**config.mk**
```make
export PLATFORM = sky130hd
export DESIGN_NAME = prwc_power_reset_wake_control
export DESIGN_NICKNAME = d
export VERILOG_FILES = /design/src/logic/prwc_power_reset_wake_control.v
export VERILOG_INCLUDE_DIRS = /design/src /design/src/logic
export SDC_FILE = /design/constraint.sdc
export NUM_CORES = 1
export LEC_CHECK = 0
export BUFFER_PORTS_ARGS = -buffer_cell sky130_fd_sc_hd__buf_2
export CAP_MARGIN = 20
export CORE_UTILIZATION = 42
export DETAILED_ROUTE_END_ITERATION = 6
export GPL_TIMING_DRIVEN = 0
export PLACE_DENSITY = 0.75
export SLEW_MARGIN = 25
export SYNTH_ARGS = -nofsm -noshare
export SYNTH_HDL_FRONTEND = slang
export SYNTH_SLANG_ARGS = --single-unit
```
**constraint.sdc**
```tcl
create_clock -name CLK_SYS -period 4.01 [get_ports CLK_SYS]
set_clock_uncertainty 0.05 [all_clocks]
set_input_delay 0.6015 -clock CLK_SYS [delete_from_list [all_inputs] [get_ports CLK_SYS]]
set_output_delay 0.6015 -clock CLK_SYS [all_outputs]
set_load 0.01 [all_outputs]
```
**src/logic/prwc_defs.vh**
```
`ifndef PRWC_DEFS_VH
`define PRWC_DEFS_VH
// Register byte offsets
`define PRWC_OFS_RESETS 8'h10
`define PRWC_OFS_PWR_CTL 8'h14
// Reset-control register fields
`define PRWC_B_LITE_RST 1
`define PRWC_B_FULL_RST 0
// Power management control fields
`define PRWC_B_ANA_WAIT_DIS 15
`define PRWC_B_OSC_INHIBIT 14
`define PRWC_B_EW_EN 13
`define PRWC_B_EW_STS 12
`define PRWC_B_MAC_RST 11
`define PRWC_B_RES_CLR_STS 9
`define PRWC_B_RES_CLR_EN 8
`define PRWC_B_READY 7
`define PRWC_B_SLEEP_HI 6
`define PRWC_B_SLEEP_LO 5
`define PRWC_B_PHY_RESET_REQUEST 4
`define PRWC_B_LAN_WAKE_EN 3
`define PRWC_B_PHY_IRQ_WAKE_ENABLE 2
`define PRWC_B_CAUSE_HI 1
`define PRWC_B_CAUSE_LO 0
// Field reset values
`define PRWC_SLEEP_RST 2'h2
`define PRWC_OSC_NO_IMAGE 1'h1
`define PRWC_PIN_SEL_NO_IMAGE 2'h0
`define PRWC_RES_CLR_EN_RST 1'h1
// Timing in microseconds, clock in MHz
`define PRWC_CLK_MHZ 50
`define PRWC_PHY_HOLD_US 4000
`define PRWC_ANA_SETTLE_US 128000
// Length of the internal lite/full reset pulse in clocks
`define PRWC_SOFT_RST_CYC 16
`endif

```
**src/logic/prwc_power_reset_wake_control.v**
```verilog
// Our own choice: the Avalon-MM interface to the registers.
`timescale 1ns/1ps
`include "prwc_defs.vh"
module prwc_power_reset_wake_control #(
  parameter HOLD_CYC = `PRWC_PHY_HOLD_US * `PRWC_CLK_MHZ,
  parameter SETTLE_CYC = `PRWC_ANA_SETTLE_US * `PRWC_CLK_MHZ
) (
  // Clock and reset
  input wire CLK_SYS,
  input wire RSTN,
  // Avalon-MM slave
  input wire [7:0] AVS_ADDRESS,
  input wire AVS_READ,
  input wire AVS_WRITE,
  input wire [31:0] AVS_WRITEDATA,
  input wire [3:0] AVS_BYTEENABLE,
  output reg [31:0] AVS_READDATA,
  output wire AVS_WAITREQUEST,
  // Device context
  input wire USB_RESET,
  input wire CONFIGURED,
  input wire EXT_PHY,
  input wire IMAGE_VALID,
  input wire IMAGE_OSC_INHIBIT,
  input wire [1:0] IMAGE_PIN_SEL,
  input wire LOAD_BUSY,
  input wire MAC_CLKS_RUNNING,
  input wire PHY_OPERATIONAL,
  // Wake events and resume
  input wire EV_PHY_WAKE,
  input wire EV_FRAME_WAKE,
  input wire EV_ENERGY_WAKE,
  input wire RESUME_DONE,
  input wire RESUME_REMOTE,
  // Controls out
  output reg LITE_RST_OUT,
  output reg FULL_RST_OUT,
  output reg IMAGE_RELOAD,
  output reg USB_PHY_DISCONNECT,
  output reg PHY_RESET_REQUEST_OUT,
  output reg ANA_REF_OFF,
  output reg MAC_RST_OUT,
  output reg OSC_STOP_ALLOWED,
  output reg [1:0] SLEEP_STATE,
  output reg [1:0] SLEEP_PIN_SEL,
  output reg WAKE_REQUEST,
  output reg CLEAR_FRAME_STS
);
  // PHY reset sequencer states
  localparam ST_IDLE = 2'd0;
  localparam ST_HOLD = 2'd1;
  localparam ST_SETTLE = 2'd2;
  localparam ST_WAIT_OP = 2'd3;

  // Bus handshake
  reg ack_ff;
  // Soft reset pulse
  reg lite_ff, full_ff;
  reg [4:0] soft_cnt_ff;
  // Register fields
  reg ana_wait_dis_ff, osc_inhibit_ff, ew_en_ff, ew_sts_ff, mac_rst_ff;
  reg res_clr_sts_ff, res_clr_en_ff, lan_en_ff, phy_en_ff, phy_req_ff;
  reg [1:0] sleep_ff, cause_ff, pin_sel_ff;
  // PHY reset sequencer
  reg [1:0] state_ff;
  reg [23:0] cnt_ff;
  // Status and edge memory
  reg ready_ff;
  reg cfg_ff;

  wire acc = AVS_READ | AVS_WRITE;
  wire wr_pm = AVS_WRITE & ack_ff & (AVS_ADDRESS == `PRWC_OFS_PWR_CTL);
  wire wr_rs = AVS_WRITE & ack_ff & (AVS_ADDRESS == `PRWC_OFS_RESETS);
  wire [31:0] wd = AVS_WRITEDATA;
  wire lo = AVS_BYTEENABLE[0];
  wire hi = AVS_BYTEENABLE[1];
  wire remote_res = RESUME_DONE & RESUME_REMOTE;
  wire restore = USB_RESET | LITE_RST_OUT;
  // Internal PHY is parked in reset while unconfigured; residence in state
  // two belongs to the suspend logic, which sees SLEEP_STATE, because the
  // select field only names the state used at the next suspend
  wire phy_park = ~EXT_PHY & ~CONFIGURED;
  wire phy_start = wr_pm & lo & wd[`PRWC_B_PHY_RESET_REQUEST] & ~phy_req_ff;

  // One wait state: answer on second cycle, keeps decode registered
  // Waitrequest is combinational, so a master must look at it every edge
  assign AVS_WAITREQUEST = acc & ~ack_ff;
  always @(posedge CLK_SYS or negedge RSTN) begin
    if (!RSTN) begin
      ack_ff <= 1'b0;
    end else begin
      ack_ff <= acc & ~ack_ff;
    end
  end

  // Read mux; unmapped addresses read as zero
  // Captured in the first cycle so the data stands at the answering edge
  always @(posedge CLK_SYS or negedge RSTN) begin
    if (!RSTN) begin
      AVS_READDATA <= 32'h0000_0000;
    end else if (AVS_READ & ~ack_ff) begin
      AVS_READDATA <= 32'h0000_0000;
      if (AVS_ADDRESS == `PRWC_OFS_RESETS) begin
        AVS_READDATA[`PRWC_B_LITE_RST] <= lite_ff;
        AVS_READDATA[`PRWC_B_FULL_RST] <= full_ff;
        AVS_READDATA[7:6] <= pin_sel_ff;
      end else if (AVS_ADDRESS == `PRWC_OFS_PWR_CTL) begin
        // Bit ten and everything above fifteen stay zero
        AVS_READDATA[`PRWC_B_ANA_WAIT_DIS] <= ana_wait_dis_ff;
        AVS_READDATA[`PRWC_B_OSC_INHIBIT] <= osc_inhibit_ff;
        AVS_READDATA[`PRWC_B_EW_EN] <= ew_en_ff;
        AVS_READDATA[`PRWC_B_EW_STS] <= ew_sts_ff;
        AVS_READDATA[`PRWC_B_MAC_RST] <= mac_rst_ff;
        AVS_READDATA[`PRWC_B_RES_CLR_STS] <= res_clr_sts_ff;
        AVS_READDATA[`PRWC_B_RES_CLR_EN] <= res_clr_en_ff;
        AVS_READDATA[`PRWC_B_READY] <= ready_ff;
        AVS_READDATA[`PRWC_B_SLEEP_HI:`PRWC_B_SLEEP_LO] <= sleep_ff;
        AVS_READDATA[`PRWC_B_PHY_RESET_REQUEST] <= phy_req_ff;
        AVS_READDATA[`PRWC_B_LAN_WAKE_EN] <= lan_en_ff;
        AVS_READDATA[`PRWC_B_PHY_IRQ_WAKE_ENABLE] <= phy_en_ff;
        AVS_READDATA[`PRWC_B_CAUSE_HI:`PRWC_B_CAUSE_LO] <= cause_ff;
      end
    end
  end

  // Soft resets: a short internal pulse, bit visible until it ends
  // Full wins when both bits are written; writes during a pulse are dropped
  always @(posedge CLK_SYS or negedge RSTN) begin
    if (!RSTN) begin
      lite_ff <= 1'b0;
      full_ff <= 1'b0;
      soft_cnt_ff <= 5'h0;
    end else if (lite_ff | full_ff) begin
      soft_cnt_ff <= soft_cnt_ff + 5'h1;
      if (soft_cnt_ff == `PRWC_SOFT_RST_CYC - 1) begin
        lite_ff <= 1'b0;
        full_ff <= 1'b0;
        soft_cnt_ff <= 5'h0;
      end
    end else if (wr_rs & lo) begin
      full_ff <= wd[`PRWC_B_FULL_RST];
      lite_ff <= wd[`PRWC_B_LITE_RST] & ~wd[`PRWC_B_FULL_RST];
    end
  end

  // Reset outputs; lite reset never touches USB link or image reload
  always @(posedge CLK_SYS or negedge RSTN) begin
    if (!RSTN) begin
      LITE_RST_OUT <= 1'b0;
      FULL_RST_OUT <= 1'b0;
      IMAGE_RELOAD <= 1'b0;
      USB_PHY_DISCONNECT <= 1'b0;
    end else begin
      LITE_RST_OUT <= lite_ff;
      FULL_RST_OUT <= full_ff;
      IMAGE_RELOAD <= full_ff & (soft_cnt_ff == 5'h0);
      // Stays disconnected until the reload has finished too
      USB_PHY_DISCONNECT <= full_ff
        | (USB_PHY_DISCONNECT & LOAD_BUSY);
    end
  end

  // Image-backed fields, restored on USB or lite reset
  // Restore beats a software write in the same cycle
  always @(posedge CLK_SYS or negedge RSTN) begin
    if (!RSTN) begin
      osc_inhibit_ff <= `PRWC_OSC_NO_IMAGE;
      pin_sel_ff <= `PRWC_PIN_SEL_NO_IMAGE;
    end else if (restore) begin
      osc_inhibit_ff <= IMAGE_VALID ? IMAGE_OSC_INHIBIT
                                    : `PRWC_OSC_NO_IMAGE;
      pin_sel_ff <= IMAGE_VALID ? IMAGE_PIN_SEL
                                : `PRWC_PIN_SEL_NO_IMAGE;
    end else if (wr_pm & hi) begin
      osc_inhibit_ff <= wd[`PRWC_B_OSC_INHIBIT];
    end else if (wr_rs & lo) begin
      pin_sel_ff <= wd[7:6];
    end
  end

  // Plain control bits
  // cfg_ff remembers CONFIGURED so that its falling edge can be found
  always @(posedge CLK_SYS or negedge RSTN) begin
    if (!RSTN) begin
      ana_wait_dis_ff <= 1'b0;
      mac_rst_ff <= 1'b0;
      res_clr_sts_ff <= 1'b0;
      res_clr_en_ff <= `PRWC_RES_CLR_EN_RST;
      cfg_ff <= 1'b0;
    end else begin
      cfg_ff <= CONFIGURED;
      if (wr_pm & hi) begin
        ana_wait_dis_ff <= wd[`PRWC_B_ANA_WAIT_DIS];
        mac_rst_ff <= wd[`PRWC_B_MAC_RST];
        res_clr_sts_ff <= wd[`PRWC_B_RES_CLR_STS];
        res_clr_en_ff <= wd[`PRWC_B_RES_CLR_EN];
      end
    end
  end

  // Sleep state select; state two is loaded when CONFIGURED falls
  // Codes zero and one are both stored; the alias is applied at the output
  always @(posedge CLK_SYS or negedge RSTN) begin
    if (!RSTN) begin
      sleep_ff <= `PRWC_SLEEP_RST;
    end else if (~CONFIGURED & cfg_ff) begin
      sleep_ff <= `PRWC_SLEEP_RST;
    end else if (wr_pm & lo) begin
      sleep_ff <= wd[`PRWC_B_SLEEP_HI:`PRWC_B_SLEEP_LO];
    end
  end

  // Wake enables: cleared by a remote-initiated resume when asked
  // Clear beats a write in the same cycle, so a late write cannot re-arm
  always @(posedge CLK_SYS or negedge RSTN) begin
    if (!RSTN) begin
      ew_en_ff <= 1'b0;
      lan_en_ff <= 1'b0;
      phy_en_ff <= 1'b0;
    end else if (remote_res & res_clr_en_ff) begin
      ew_en_ff <= 1'b0;
      lan_en_ff <= 1'b0;
      phy_en_ff <= 1'b0;
    end else begin
      if (wr_pm & hi) begin
        ew_en_ff <= wd[`PRWC_B_EW_EN];
      end
      if (wr_pm & lo) begin
        lan_en_ff <= wd[`PRWC_B_LAN_WAKE_EN];
        phy_en_ff <= wd[`PRWC_B_PHY_IRQ_WAKE_ENABLE];
      end
    end
  end

  // Wake status: events set regardless of enable; a set beats any clear
  // Cleared by writing one, energy status and cause bit one also by a remote resume; host resumes leave status untouched
  always @(posedge CLK_SYS or negedge RSTN) begin
    if (!RSTN) begin
      ew_sts_ff <= 1'b0;
      cause_ff <= 2'h0;
    end else begin
      ew_sts_ff <= EV_ENERGY_WAKE | (ew_sts_ff
        & ~(wr_pm & hi & wd[`PRWC_B_EW_STS])
        & ~(remote_res & res_clr_sts_ff));
      cause_ff[0] <= EV_PHY_WAKE | (cause_ff[0]
        & ~(wr_pm & lo & wd[`PRWC_B_CAUSE_LO]));
      // Host resumes never clear; only bit one follows remote resume
      cause_ff[1] <= EV_FRAME_WAKE | (cause_ff[1]
        & ~(wr_pm & lo & wd[`PRWC_B_CAUSE_HI])
        & ~(remote_res & res_clr_sts_ff));
    end
  end

  // PHY reset sequencer; writes ignored while the request is high
  always @(posedge CLK_SYS or negedge RSTN) begin
    if (!RSTN) begin
      state_ff <= ST_IDLE;
      cnt_ff <= 24'h00_0000;
      phy_req_ff <= 1'b0;
    end else begin
      case (state_ff)
        ST_IDLE: begin
          // A write or parking starts the hold
          cnt_ff <= 24'h00_0000;
          if (phy_start | phy_park) begin
            phy_req_ff <= phy_start;
            state_ff <= ST_HOLD;
          end
        end
        ST_HOLD: begin
          // Hold at least the minimum, and as long as parking lasts
          if (cnt_ff < HOLD_CYC - 1) begin
            cnt_ff <= cnt_ff + 24'h00_0001;
          end else if (~phy_park) begin
            cnt_ff <= 24'h00_0000;
            state_ff <= ana_wait_dis_ff ? ST_WAIT_OP : ST_SETTLE;
          end
        end
        ST_SETTLE: begin
          // Reference was off: extend toward the long settling time
          if (cnt_ff < SETTLE_CYC - HOLD_CYC - 1) begin
            cnt_ff <= cnt_ff + 24'h00_0001;
          end else begin
            state_ff <= ST_WAIT_OP;
          end
        end
        ST_WAIT_OP: begin
          // PHY reset and the request bit drop on the same edge
          phy_req_ff <= 1'b0;
          state_ff <= ST_IDLE;
        end
        default: begin
          state_ff <= ST_IDLE;
        end
      endcase
      // A request that lands while parking or settling restarts the hold,
      // so the request bit is never lost and the full minimum is kept
      if (phy_start & (state_ff != ST_IDLE)) begin
        phy_req_ff <= 1'b1;
        cnt_ff <= 24'h00_0000;
        state_ff <= ST_HOLD;
      end
    end
  end

  // Ready: low through PHY sequence and image loading
  // Cleared by the very write that asks for a PHY reset, not a cycle later
  always @(posedge CLK_SYS or negedge RSTN) begin
    if (!RSTN) begin
      ready_ff <= 1'b0;
    end else if (phy_start | LOAD_BUSY | (state_ff != ST_IDLE)) begin
      ready_ff <= 1'b0;
    end else if (EXT_PHY) begin
      ready_ff <= 1'b1;
    end else begin
      ready_ff <= PHY_OPERATIONAL & ~phy_park;
    end
  end

  // Outputs to PHY, MAC domains and suspend logic
  always @(posedge CLK_SYS or negedge RSTN) begin
    if (!RSTN) begin
      PHY_RESET_REQUEST_OUT <= 1'b1;
      ANA_REF_OFF <= 1'b0;
      MAC_RST_OUT <= 1'b1;
      OSC_STOP_ALLOWED <= 1'b0;
      SLEEP_STATE <= `PRWC_SLEEP_RST;
      SLEEP_PIN_SEL <= `PRWC_PIN_SEL_NO_IMAGE;
      WAKE_REQUEST <= 1'b0;
      CLEAR_FRAME_STS <= 1'b0;
    end else begin
      // Held through hold and settling; drops with the request bit
      PHY_RESET_REQUEST_OUT <= phy_start | (state_ff == ST_HOLD)
        | (state_ff == ST_SETTLE);
      // Reference off only during the hold itself, then left to settle
      ANA_REF_OFF <= (state_ff == ST_HOLD) & ~ana_wait_dis_ff;
      // Release only once software cleared it and clocks run
      // Stopped clocks keep the MAC domains in reset even after software
      MAC_RST_OUT <= mac_rst_ff | ~MAC_CLKS_RUNNING;
      // Crystal may stop in the deep states only when nothing inhibits it
      OSC_STOP_ALLOWED <= ~osc_inhibit_ff;
      // States zero and one share one behaviour downstream
      SLEEP_STATE <= (sleep_ff == 2'h1) ? 2'h0 : sleep_ff;
      SLEEP_PIN_SEL <= pin_sel_ff;
      // Wake request is a level while any enabled status stays set
      WAKE_REQUEST <= (ew_en_ff & ew_sts_ff)
        | (phy_en_ff & cause_ff[0]) | (lan_en_ff & cause_ff[1]);
      CLEAR_FRAME_STS <= remote_res & res_clr_sts_ff;
    end
  end
endmodule

```
==> key figures <==
Run status
  – Status: finished clean

Clocking
  – Hold-fix buffers at CTS: 0
  – # H-tree levels: 3
  – CTS Root Cell: clkbuf_8
  – Post-CTS sizing: 0
  – TritonCTS Buffers: 9
  – Clock buffer depth: 2
  – Clock sink count: 81
  – CTS tree: yes
  – CTS clock-pin slew for the worst setup and hold paths: roughly 0.090 ns
  – # Post-CTS Setup Buffers: 0
  – Latest clock arrival within the worst-skew pair: 0.36 ns

Run
  – Max cap viols: 0

Die
  – Core area: 9730 um2
  – Ports: 110
  – Die W: 102 um
  – Initial Util: 43.2%
  – Row count: 36
  – Die area: ~10000 um2
  – Die height: roughly 100 um

Synthesis
  – Syn_area_per_cell: 10.3 um2
  – Post-synth top cells: dfrtp_1 (75), a22o_1 (34), nand2_1 (34)
  – Asr flop ratio synth: 100%
  – Ys Warns: 0
  – Yosys top cell by area: dfrtp_1
  – Most frequent cell after synthesis: dfrtp_1
  – Gate Count Post-Synth: approximately 410
  – Sequential area share after synthesis: 48.4%
  – Top FF cell, synth: dfrtp_1
  – Netlist cell types: 62
  – Post-synth EDFFs: 0
  – #FFs+latches synth: 81
  – Synth area leaders: dfrtp_1 (45%), a22o_1 (7.1%), dfstp_2 (3.8%), buf_4 (3.2%), mux2i_1 (3.1%)
  – Netlist Area Pre-Place: about 4200 um2
  – Top cell type's share of synthesized area: 44.7%

Detailed routing
  – 1st-iter DRT viols: 202
  – Post-route ant nets: 0
  – Routed WL per cell: between 15 and 20 um
  – DRC errors left: 0
  – Final wirelength: ~9900 um
  – DR vias/cell: 5.52
  – Via count: 3566
  – Drt pass-1 iters: 5

STA
  – Final Slew Violations: 0
  – Final Cycle Share: between 60 and 70%
  – Setup Total Neg Slack: 0 ns
  – Setup ws final: 1.25 ns
  – Fmax: 362 MHz
  – Final hold slack: 0.176 ns
  – Worst-Margin Slew: 0.633 ns
  – Hold Vio Cnt, Final: 0
  – Max_slew headroom: 57.6%
  – Crit path time final: 2.76 ns
  – RSZ-0062 raised after global routing: false
  – Setup violations, final: 0

Final layout
  – # fillers: approximately 870
  – Layout Nets: a little under 600
  – Footprint of the multi-input gates: 1960 um2
  – Storage cell area: 2030 um2
  – Area grow syn2layout: 19.6%
  – Share of post-route cells with drive strength above 1: 27.1%
  – Ant. Diodes: 0

Global route
  – First-pass GRT wire length: between 15000 and 20000 um
  – Overflow after GRT: 0
  – Vias in the first global route: 3165
  – Initial antenna violation count: 0
  – Pin count of the biggest net entering global routing: 45
  – Total track usage: 19.6%

Place
  – # port buffers: 72
  – Worst slack, placed: about 0.96 ns
  – HPWL after detailed placement: 7170 um
  – Final GP Congestion: 0.893

Power
  – Pwr/cell area: 482 nW/um2
  – Overall Power: 2420 uW
  – Max VDD drop: about 0.22 mV
  – Leak pwr: 0.00240 uW

Worst setup path
  – R2R cell count: 7
  – WS Path Type: reg2reg
  – Startpoint types: flop
  – Required time worst endpoint: roughly 4.3 ns
  – Reg2reg start: cnt_ff[21]
  – RR Endpoint: cnt_ff[15]
  – Worst EP arrival: 3.01 ns
  – R2R setup slack: 1.25 ns
  – Worst-path fanout max: 10
  – CP Capture Type: flop

Worst hold path
  – HP Class: in2async
-- power by group --
| part | leakage [uW] | internal [uW] | total, uW | switching, uW |
|---|---|---|---|---|
| logic | 0.00121 | 380 | 895 | 515 |
| clock network | 0.000109 | 313 | 633 | 320 |
| registers | 0.00108 | 864 | 897 | 33.2 |
| total | 0.00240 | 1560 | 2420 | 868 |
-- critical path, cell delays in order (launching register included) --
cell and delay (ns):
dfrtp_1 0.46, nor4_1 0.46, nand3_1 0.14, a211oi_1 0.51, o211ai_2 0.36, a21oi_4 0.38, buf_6 0.20, a22o_1 0.14
-- how the worst max path moves through the flow --
| stage | startpoint | endpoint | slack [ns] | cells after the start |
|---|---|---|---|---|
| detailed placement | AVS_ADDRESS[5] | cnt_ff[15] | 0.96 | 9 |
| global route | cnt_ff[21] | cnt_ff[14] | 1.03 | 7 |
| CTS | cnt_ff[15] | cnt_ff[15] | 1.28 | 7 |
| floorplan | AVS_ADDRESS[5] | cnt_ff[18] | 1.48 | 7 |
| global placement | AVS_ADDRESS[5] | cnt_ff[15] | 0.98 | 9 |
| finish | cnt_ff[21] | cnt_ff[15] | 1.25 | 7 |
-- metal layers --
metal / vias to the layer above / part of all wire [%] / GRT usage, %
met5: - / 0 / 0
met4: 0 / 1.3 / 5.82
met3: 12 / 6.9 / 5.13
met2: 147 / 47 / 31.8
met1: 1725 / 45 / 25.9
li1: 1682 / - / -
-- per-stage QoR --
stage | utilization (%) | instance area (um2) | instances
after floorplan | - | 4260 | 424
after global placement | 49.2 | 4790 | 629
after detailed placement | 49.4 | 4810 | 630
after CTS | 51.6 | 5020 | 646
after global routing | 51.6 | 5020 | 646
final | 51.6 | 5020 | 646
-- state kept, by name, indices dropped and copies added, names as in the netlist, 2 cells and up --
register / cells
cnt_ff: 24
SLEEP_PIN_SEL: 2
AVS_READDATA: 15
pin_sel_ff: 2
state_ff: 2
cause_ff: 2
sleep_ff: 2
SLEEP_STATE: 2
soft_cnt_ff: 5
-- cell usage in the layout (no fill, tap or decap), drive strengths merged, types with 6 or more instances in the layout --
master	netlist	final
buf	24	97
dfrtp	75	75
nand2	34	34
a22o	34	34
nor2	33	33
nand3	20	20
clkbuf	8	18
conb	1	17
o21ai	17	17
inv	15	16
mux2i	13	13
a21oi	9	9
o22ai	8	8
nor3	8	8
or3	7	7
o31ai	7	7
ha	7	7
dfstp	6	6
-- area by class of cell --
cell class                 count  area share [%]
timing repair buffer          73            7.62
clock inverter                 6            1.52
multi-input combinational    296            39.0
sequential                    81            40.5
inverter                      15            1.12
clock buffer                  10            2.74
tap                          133            3.31
buffer                        32            4.23
-- cell families (layout without fill, tap and decap cells) --
| family | Yosys count | after routing | synth area share (%) |
|---|---|---|---|
| xor+xnor | 1 | 1 | 0.208 |
| compound gates | 108 | 108 | 20.4 |
| other cells | 1 | 17 | 0.0893 |
| buf+inv | 47 | 136 | 6.40 |
| flops | 81 | 81 | 48.4 |
| simple gates | 145 | 145 | 17.9 |
| mux | 18 | 18 | 4.44 |
| fa+ha+maj | 7 | 7 | 2.08 |
No activity file was read; power rests on OpenSTA's default activity.
